`src/hw/psc_pkg.sv`:
```
// Purpose: shared constants and types of the proximity sense control block
// Assumes: APB slave, 32-bit data, one aligned word per register
// Notes:   register data sits in the low byte, upper bits read as zero
package psc_pkg;

	// ==================================================================
	// register byte offsets
	localparam logic [7:0] OFS_SWITCH_BANK_A  = 8'h00;
	localparam logic [7:0] OFS_SWITCH_BANK_B  = 8'h04;
	localparam logic [7:0] OFS_SWITCH_BANK_C  = 8'h08;
	localparam logic [7:0] OFS_SWITCH_BANK_D  = 8'h0C;
	localparam logic [7:0] OFS_SENSE_CONTROL_0 = 8'h10;
	localparam logic [7:0] OFS_SENSE_CONTROL_1 = 8'h14;
	localparam logic [7:0] OFS_DAC_LEVEL      = 8'h18;
	localparam logic [7:0] OFS_AMP0_TRIM      = 8'h1C;
	localparam logic [7:0] OFS_AMP1_TRIM      = 8'h20;
	localparam logic [7:0] OFS_CMP_TRIM       = 8'h24;

	// ==================================================================
	// reset values
	localparam logic [7:0] RST_ZERO      = 8'h00;
	localparam logic [7:0] RST_AMP_TRIM  = 8'h20;
	localparam logic [6:0] RST_CMP_TRIM  = 7'h10;

	// ==================================================================
	// field layout
	localparam logic [7:0] SWD_MASK      = 8'h1F;
	localparam int         C0_AMP1_EN    = 7;
	localparam int         C0_AMP0_EN    = 6;
	localparam int         C0_CMP_EN     = 5;
	localparam int         C0_EDGE_HI    = 4;
	localparam int         C0_EDGE_LO    = 3;
	localparam int         C0_DEB_HI     = 2;
	localparam int         C1_AMP1_CAL   = 7;
	localparam int         C1_AMP0_CAL   = 6;
	localparam logic [7:0] C1_WR_MASK    = 8'h3F;
	localparam int         CC_DECISION   = 7;
	localparam int         AUX_ROUTE     = 0;
	localparam int         AUX_IRQ_FLAG  = 1;
	localparam logic [7:0] OFS_AUX       = 8'h28;

	// ==================================================================
	// edge select encoding
	typedef enum logic [1:0] {
		PSC_EDGE_OFF  = 2'h0,
		PSC_EDGE_RISE = 2'h1,
		PSC_EDGE_FALL = 2'h2,
		PSC_EDGE_BOTH = 2'h3
	} psc_edge_t;

	// analog control bundle
	typedef struct packed {
		logic [28:0] analog_switch;
		logic        amp0_enable;
		logic        amp1_enable;
		logic        comparator_dac_enable;
		logic [1:0]  hysteresis_select;
		logic [1:0]  comparator_bias_select;
		logic        amp0_bandwidth_select;
		logic        amp1_bandwidth_select;
		logic [7:0]  dac_level;
		logic [7:0]  amp0_trim;
		logic [7:0]  amp1_trim;
		logic [6:0]  cmp_trim;
	} psc_analog_t;

endpackage : psc_pkg

```
`src/hw/psc_top.sv`:
```
// Purpose: register bank, comparator filter and edge interrupt
// Assumes: comparator and amp cal outputs arrive asynchronously
// Notes:   debounce counts system clocks; stray APB writes are dropped
//
// Notes on behaviour
// - bank A holds eight switch controls, 1 closes, reset to zero
// - bank B holds eight more switch controls, same encoding, reset zero
// - bank D keeps five low bits; top three read as zero
// - raw comparator is filtered into a stable readable decision bit
// - two-bit field in control 0 picks the interrupting edge
// - edge code 00 off, 01 rising, 10 falling, 11 both
// - debounce 000 bypasses; code n needs about 2^n stable clocks
// - enabled edge of filtered decision raises the interrupt request
// - route bit feeds the debounced decision to the timer capture input
// - control 0 holds amp enables, comparator/DAC enable, debounce select
// - control 1 holds hysteresis, bias and per-amp bandwidth selects
// - eight-bit level register sets the comparator reference DAC code
// - per amp and comparator trim registers hold mode, reference, code
// - decision bit reads zero while the comparator is disabled
//
// The implementer's own choices: the address map and the APB interface to the registers.
`timescale 1ns/100ps
module psc_top (
	input  wire logic         clock_in,      // system clock 50 MHz
	input  wire logic         rst_in,        // sync reset, high
	input  wire logic         psel_in,       // apb select
	input  wire logic         penable_in,    // apb enable
	input  wire logic         pwrite_in,     // apb direction
	input  wire logic [7:0]   paddr_in,      // apb byte address
	input  wire logic [31:0]  pwdata_in,     // apb write data
	input  wire logic         cmp_raw_in,    // raw comparator, async
	input  wire logic         amp0_cal_in,   // amp0 cal output, async
	input  wire logic         amp1_cal_in,   // amp1 cal output, async
	input  wire logic         capture_pin_in, // external capture pin
	output logic [31:0]       prdata_out,    // apb read data
	output logic              pready_out,    // apb ready
	output logic              pslverr_out,   // apb error
	output psc_pkg::psc_analog_t analog_out, // analog controls
	output logic              proximity_interrupt_out, // irq level
	output logic              timer_capture_input_out  // to timer
);

	// ==================================================================
	// registers
	logic [7:0]  bank_a_r, bank_b_r, bank_c_r, bank_d_r;
	logic [7:0]  ctl0_r, ctl1_r, dac_r, amp0_trim_r, amp1_trim_r;
	logic [6:0]  cmp_trim_r;
	logic        route_r;
	logic        irq_flag_r;
	logic [2:0]  cmp_sync_r, a0_sync_r, a1_sync_r, pin_sync_r;
	logic        cmp_clean_r, a0_clean_r, a1_clean_r, pin_clean_r;
	logic [6:0]  deb_cnt_r;
	logic        decision_r;
	logic        decision_d_r;
	logic        wr_acc;
	logic        rd_acc;
	logic        hit;
	logic [7:0]  rd_byte;
	logic [6:0]  deb_limit;
	logic        rise_ev, fall_ev, edge_ev, clr_req;
	psc_pkg::psc_edge_t edge_sel;

	assign wr_acc = psel_in && penable_in && pwrite_in;
	assign rd_acc = psel_in && !penable_in && !pwrite_in;
	assign edge_sel = psc_pkg::psc_edge_t'(ctl0_r[psc_pkg::C0_EDGE_HI:
		psc_pkg::C0_EDGE_LO]);

	// ==================================================================
	// register writes, one word per register
	always_ff @(posedge clock_in)
	begin
		if (rst_in)
		begin
			bank_a_r    <= psc_pkg::RST_ZERO;
			bank_b_r    <= psc_pkg::RST_ZERO;
			bank_c_r    <= psc_pkg::RST_ZERO;
			bank_d_r    <= psc_pkg::RST_ZERO;
			ctl0_r      <= psc_pkg::RST_ZERO;
			ctl1_r      <= psc_pkg::RST_ZERO;
			dac_r       <= psc_pkg::RST_ZERO;
			amp0_trim_r <= psc_pkg::RST_AMP_TRIM;
			amp1_trim_r <= psc_pkg::RST_AMP_TRIM;
			cmp_trim_r  <= psc_pkg::RST_CMP_TRIM;
			route_r     <= 1'b0;
		end
		else if (wr_acc)
		begin
			unique case (paddr_in)
				psc_pkg::OFS_SWITCH_BANK_A: bank_a_r <= pwdata_in[7:0];
				psc_pkg::OFS_SWITCH_BANK_B: bank_b_r <= pwdata_in[7:0];
				psc_pkg::OFS_SWITCH_BANK_C: bank_c_r <= pwdata_in[7:0];
				psc_pkg::OFS_SWITCH_BANK_D:
					bank_d_r <= pwdata_in[7:0] & psc_pkg::SWD_MASK;
				psc_pkg::OFS_SENSE_CONTROL_0: ctl0_r <= pwdata_in[7:0];
				psc_pkg::OFS_SENSE_CONTROL_1:
					ctl1_r <= pwdata_in[7:0] & psc_pkg::C1_WR_MASK;
				psc_pkg::OFS_DAC_LEVEL: dac_r <= pwdata_in[7:0];
				psc_pkg::OFS_AMP0_TRIM: amp0_trim_r <= pwdata_in[7:0];
				psc_pkg::OFS_AMP1_TRIM: amp1_trim_r <= pwdata_in[7:0];
				psc_pkg::OFS_CMP_TRIM: cmp_trim_r <= pwdata_in[6:0];
				psc_pkg::OFS_AUX: route_r <= pwdata_in[psc_pkg::AUX_ROUTE];
				default: ;
			endcase
		end
	end

	// ==================================================================
	// three-stage synchronisers; stage 0 is read only by stage 1
	always_ff @(posedge clock_in)
	begin
		if (rst_in)
		begin
			cmp_sync_r <= 3'h0;
			a0_sync_r  <= 3'h0;
			a1_sync_r  <= 3'h0;
			pin_sync_r <= 3'h0;
		end
		else
		begin
			cmp_sync_r <= {cmp_sync_r[1:0], cmp_raw_in};
			a0_sync_r  <= {a0_sync_r[1:0], amp0_cal_in};
			a1_sync_r  <= {a1_sync_r[1:0], amp1_cal_in};
			pin_sync_r <= {pin_sync_r[1:0], capture_pin_in};
		end
	end

	// a change counts only once stages one and two agree
	always_ff @(posedge clock_in)
	begin
		if (rst_in)
		begin
			cmp_clean_r <= 1'b0;
			a0_clean_r  <= 1'b0;
			a1_clean_r  <= 1'b0;
			pin_clean_r <= 1'b0;
		end
		else
		begin
			if (cmp_sync_r[1] == cmp_sync_r[2])
				cmp_clean_r <= cmp_sync_r[2];
			if (a0_sync_r[1] == a0_sync_r[2])
				a0_clean_r <= a0_sync_r[2];
			if (a1_sync_r[1] == a1_sync_r[2])
				a1_clean_r <= a1_sync_r[2];
			if (pin_sync_r[1] == pin_sync_r[2])
				pin_clean_r <= pin_sync_r[2];
		end
	end

	// ==================================================================
	// debounce: code n needs 2^n - 1 stable clocks in all
	assign deb_limit = 7'((8'h01 << ctl0_r[psc_pkg::C0_DEB_HI:0]) - 8'h01);

	always_ff @(posedge clock_in)
	begin
		if (rst_in || !ctl0_r[psc_pkg::C0_CMP_EN])
		begin
			deb_cnt_r  <= 7'h00;
			decision_r <= 1'b0;
		end
		else if (cmp_clean_r == decision_r)
			deb_cnt_r <= 7'h00;
		else if (ctl0_r[psc_pkg::C0_DEB_HI:0] == 3'h0)
			decision_r <= cmp_clean_r;
		else if (deb_cnt_r >= deb_limit - 7'h01)
		begin
			decision_r <= cmp_clean_r;
			deb_cnt_r  <= 7'h00;
		end
		else
			deb_cnt_r <= deb_cnt_r + 7'h01;
	end

	// ==================================================================
	// edge detect and sticky flag; a new edge beats a clear
	always_ff @(posedge clock_in)
	begin
		if (rst_in)
			decision_d_r <= 1'b0;
		else
			decision_d_r <= decision_r;
	end

	assign rise_ev = decision_r && !decision_d_r;
	assign fall_ev = !decision_r && decision_d_r;
	assign edge_ev = (rise_ev && edge_sel[0]) || (fall_ev && edge_sel[1]);
	assign clr_req = wr_acc && paddr_in == psc_pkg::OFS_AUX &&
		pwdata_in[psc_pkg::AUX_IRQ_FLAG];

	always_ff @(posedge clock_in)
	begin
		if (rst_in)
			irq_flag_r <= 1'b0;
		else if (edge_ev)
			irq_flag_r <= 1'b1;
		else if (clr_req)
			irq_flag_r <= 1'b0;
	end

	// ==================================================================
	// apb read mux; unmapped reads zero with error
	always_comb
	begin
		hit = 1'b1;
		rd_byte = 8'h00;
		unique case (paddr_in)
			psc_pkg::OFS_SWITCH_BANK_A: rd_byte = bank_a_r;
			psc_pkg::OFS_SWITCH_BANK_B: rd_byte = bank_b_r;
			psc_pkg::OFS_SWITCH_BANK_C: rd_byte = bank_c_r;
			psc_pkg::OFS_SWITCH_BANK_D: rd_byte = bank_d_r;
			psc_pkg::OFS_SENSE_CONTROL_0: rd_byte = ctl0_r;
			psc_pkg::OFS_SENSE_CONTROL_1:
				rd_byte = {a1_clean_r, a0_clean_r, ctl1_r[5:0]};
			psc_pkg::OFS_DAC_LEVEL: rd_byte = dac_r;
			psc_pkg::OFS_AMP0_TRIM: rd_byte = amp0_trim_r;
			psc_pkg::OFS_AMP1_TRIM: rd_byte = amp1_trim_r;
			psc_pkg::OFS_CMP_TRIM: rd_byte = {decision_r, cmp_trim_r};
			psc_pkg::OFS_AUX: rd_byte = {6'h00, irq_flag_r, route_r};
			default: hit = 1'b0;
		endcase
	end

	// no wait state: data registered in setup, ready in access
	always_ff @(posedge clock_in)
	begin
		if (rst_in)
		begin
			prdata_out  <= 32'h0000_0000;
			pready_out  <= 1'b0;
			pslverr_out <= 1'b0;
		end
		else
		begin
			pready_out  <= psel_in && !penable_in;
			pslverr_out <= psel_in && !penable_in && !hit;
			if (rd_acc)
				prdata_out <= {24'h00_0000, rd_byte};
		end
	end

	// ==================================================================
	// outputs registered
	always_ff @(posedge clock_in)
	begin
		if (rst_in)
		begin
			analog_out              <= '0;
			proximity_interrupt_out <= 1'b0;
			timer_capture_input_out <= 1'b0;
		end
		else
		begin
			analog_out.analog_switch <= {bank_d_r[4:0], bank_c_r,
				bank_b_r, bank_a_r};
			analog_out.amp0_enable <= ctl0_r[psc_pkg::C0_AMP0_EN];
			analog_out.amp1_enable <= ctl0_r[psc_pkg::C0_AMP1_EN];
			analog_out.comparator_dac_enable <= ctl0_r[psc_pkg::C0_CMP_EN];
			analog_out.hysteresis_select <= ctl1_r[5:4];
			analog_out.comparator_bias_select <= ctl1_r[3:2];
			analog_out.amp1_bandwidth_select <= ctl1_r[1];
			analog_out.amp0_bandwidth_select <= ctl1_r[0];
			analog_out.dac_level <= dac_r;
			analog_out.amp0_trim <= amp0_trim_r;
			analog_out.amp1_trim <= amp1_trim_r;
			analog_out.cmp_trim  <= cmp_trim_r;
			proximity_interrupt_out <= irq_flag_r;
			timer_capture_input_out <= route_r ? decision_r
				: pin_clean_r;
		end
	end
endmodule : psc_top

```
`config.mk`:
```
export PLATFORM = sky130hd
export DESIGN_NAME = psc_top
export DESIGN_NICKNAME = d
export VERILOG_FILES = /design/src/hw/psc_pkg.sv /design/src/hw/psc_top.sv
export SDC_FILE = /design/constraint.sdc
export NUM_CORES = 1
export LEC_CHECK = 0
export BUFFER_PORTS_ARGS = -buffer_cell sky130_fd_sc_hd__buf_2
export CORE_ASPECT_RATIO = 1.1
export CORE_MARGIN = 2
export CORE_UTILIZATION = 54
export DETAILED_ROUTE_END_ITERATION = 8
export PLACE_DENSITY = 0.76
export SLEW_MARGIN = 20
export SYNTH_ARGS = -nofsm -noshare
export SYNTH_HDL_FRONTEND = slang
export SYNTH_SLANG_ARGS = --single-unit
```
`constraint.sdc`:
```
create_clock -name clock_in -period 4.1 [get_ports clock_in]
set_input_delay 0.205 -clock clock_in [delete_from_list [all_inputs] [get_ports clock_in]]
set_output_delay 0.205 -clock clock_in [all_outputs]
set_load 0.03 [all_outputs]
```
==> metrics.md <==
| Metric | Value |
|---|---|
| Status | complete, no violations |
| GPL Wtd Cong | 0.9842 |
| CTS-repair resized insts | 0 |
| NumNets Final | 891 |
| Post-synthesis mux area share | 0.09014 |
| Syn_area_per_cell | 9.525 sq um |
| Worst setup startpoint | ctl0_r[2] |
| Hold_ws | 122.4 ps |
| Number of buffers added on ports | 105 |
| HPWL Detailed | 12340 um |
| Clk_skew | 8.870 ps |
| Reg clk slew, reported paths | 70 ps |
| Top FF cell, synth | dfxtp_1 |
| Die Width | 113.6 um |
| Via/cell ratio | 5.547 |
| Vias in the first global route | 5213 |
| Max-cap viol count | 0 |
| Initial DRT Pass Iterations | 5 |
| Final slew viol count | 0 |
| Max_slew headroom | 0.3591 |
| Die area | 14150 sq um |
| Post-Synth Adder-Cell Area | 0.01578 |
| Number of synthesized register bits | 182 |
| Syn Std Cell Area | 7134 sq um |
| Critical Path Sink | decision_r |
| Antenna viol nets, final | 0 |
| Setup TNS | 0 ps |
| Compound-Gate Fraction of Synth Area | 0.1029 |
| # placed instances | 971 |
| DP Area | 7609 sq um |
| Final wirelength | 17670 um |
| VDD IR-drop max | 0.2954 mV |
| Fraction of layout cells with a size suffix above 1 | 0.2069 |
| GRT Util Overall | 0.2506 |
| DR iter-0 viols | 457 |
| Static Leakage | 3.624 nW |
| Synthesized instance count | 749 |
| Post-Place Setup Slack | 1196 ps |
| Antenna violations before repair | 0 |
| R2R Path Start | ctl0_r[2] |
| Clk buf depth | 2 |
| First-pass GRT wire length | 27220 um |
| Inserted Clock Buffers | 17 |
| Hold Violations, Final | 0 |
| Area grow syn2layout | 16.15% |
| Critical Path Source Type | flip-flop |
| Number of placement rows | 44 |
| Number of inserted diodes | 0 |
| Drt drc | 0 |
| Post-synth ARST share | 0 |
| TritonCTS clock tree | built |
| Sequential share of the synthesized area | 0.5107 |
| Core footprint | 13050 sq um |
| EDFF count, synth | 0 |
| H-tree levels | 4 |
| Final setup vio count | 0 |
| Hold crit path type | in -> reg |
| Simple-gate area share of the yosys netlist | 0.2176 |
| Synth Area in XOR/XNOR | 0.002455 |
| Highest-count cells in the layout ignoring fill and taps | 182 x dfxtp_1, 104 x buf_2, 87 x nor2b_1 |
| Pwr Total | 3.673 mW |
| Largest family of logic cells by synthesized area | simple AND/OR/NAND/NOR gates |
| Netlist cell types | 54 |
| WL/cell | 17.55 um |
| Io pins | 154 |
| Critical path fanouts, max | 13 |
| Remaining Overflow, GRT | 0 |
| Clock latency on the worst-skew pair | 440 ps |
| Design Area, Final | 8287 sq um |
| R2R cell count | 11 |
| RSZ-0062 raised after global routing | false |
| Starting Density | 0.5468 |
| Worst Path Arrival | 3260 ps |
| Clock period minus worst slack | 2941 ps |
| Fmax | 340.1 MHz |
| CTS root buf | clkbuf_16 |
| R2r setup slk | 1160 ps |
| Warnings, synthesis | 0 |
| WP data required | 4420 ps |
| Worst slew pin tran | 959.4 ps |
| Power Density | 443.2 nW/um^2 |
| Worst Setup Slack, final | 1159 ps |
| Most common cell after layout, fill and taps aside | dfxtp_1 |
| Die height | 124.6 um |
| Num Clock Sinks | 182 |
| Crit path kind | reg -> reg |
| Final period util | 0.7172 |
| Worst R2R End | decision_r |
| Post-layout util | 0.6351 |
| Largest net degree at the start of global routing | 97 |
| Layout Cells excl Fill | 1007 |
| CP Capture Type | flip-flop |
| DR vias | 5586 |
layer usage:
metal,GRT usage,part of all wire
met3,0.04769,0.051
met5,0,0
met4,0.1420,0.044
met1,0.2972,0.40
met2,0.4223,0.50
Yosys cell counts (7+ instances only):
cell      instances  share of area
a21oi_1          49          0.034
a22o_1            7         0.0086
a22oi_1          16          0.017
buf_2             8         0.0056
buf_4            27          0.028
clkbuf_1         34          0.018
dfxtp_1         182           0.51
ha_1              9          0.016
mux2_2           10          0.016
mux2i_1          44          0.062
nand2_1          69          0.036
nand3_1          52          0.036
nor2_1           62          0.033
nor2b_1          87          0.076
o21ai_0          11         0.0077
state kept, by name, summed over array words and instances, names as in the netlist, 3 cells and up:
register	flops
ctl0_r	8
bank_d_r	5
cmp_sync_r	3
prdata_out	8
a1_sync_r	3
analog_out	69
bank_a_r	8
cmp_trim_r	7
pin_sync_r	3
deb_cnt_r	7
bank_b_r	8
ctl1_r	6
amp0_trim_r	8
dac_r	8
a0_sync_r	3
amp1_trim_r	8
bank_c_r	8
power by group:
part / total [mW] / internal, mW / switching (mW)
logic: 0.151 / 0.0321 / 0.119
registers: 1.78 / 1.77 / 0.00267
clock network: 1.74 / 1.04 / 0.701
cell type report:
cell class,instances,area [sq um]
fill,1070,4761
multi-input combinational,510,3157
timing repair buffer,117,628.1
tap,161,201.4
sequential,182,3643
clock inverter,14,198.9
clock buffer,18,439.2
inverter,5,18.77
worst min-delay path by stage:
stage,start,end,cells after the start
finish,psel_in,pready_out,3
global placement,cmp_raw_in,cmp_sync_r[0],2
detailed placement,amp0_cal_in,a0_sync_r[0],2
CTS,psel_in,pready_out,3
global route,psel_in,pready_out,3
floorplan,amp0_cal_in,a0_sync_r[0],1
repair_timing:
action | CTS | global route
endpoints found under the hold margin | 4 | 0
setup buffers | 0 | 0
hold buffers | 4 | 0
worst max-delay path, cell delays in order (launching register included):
cell	delay [ps]
dfxtp_1	600
inv_1	140
ha_1	320
and4b_1	210
a211o_1	290
ha_1	290
o21a_1	110
a211o_1	300
a21oi_1	120
buf_4	200
mux2i_1	190
nor2b_1	60
cells by family (layout without fill, tap and decap cells):
group                      Yosys count  after routing
and+or+nand+nor                    303            303
DFF                                182            182
AOI/OAI and AO/OA                  114            114
buffers and inverters               80            154
muxes                               58             58
adders and majority gates            9              9
xor gates and xnor gates             2              2
other                                1             24
Note: power is estimated with default switching activity, not from simulation.
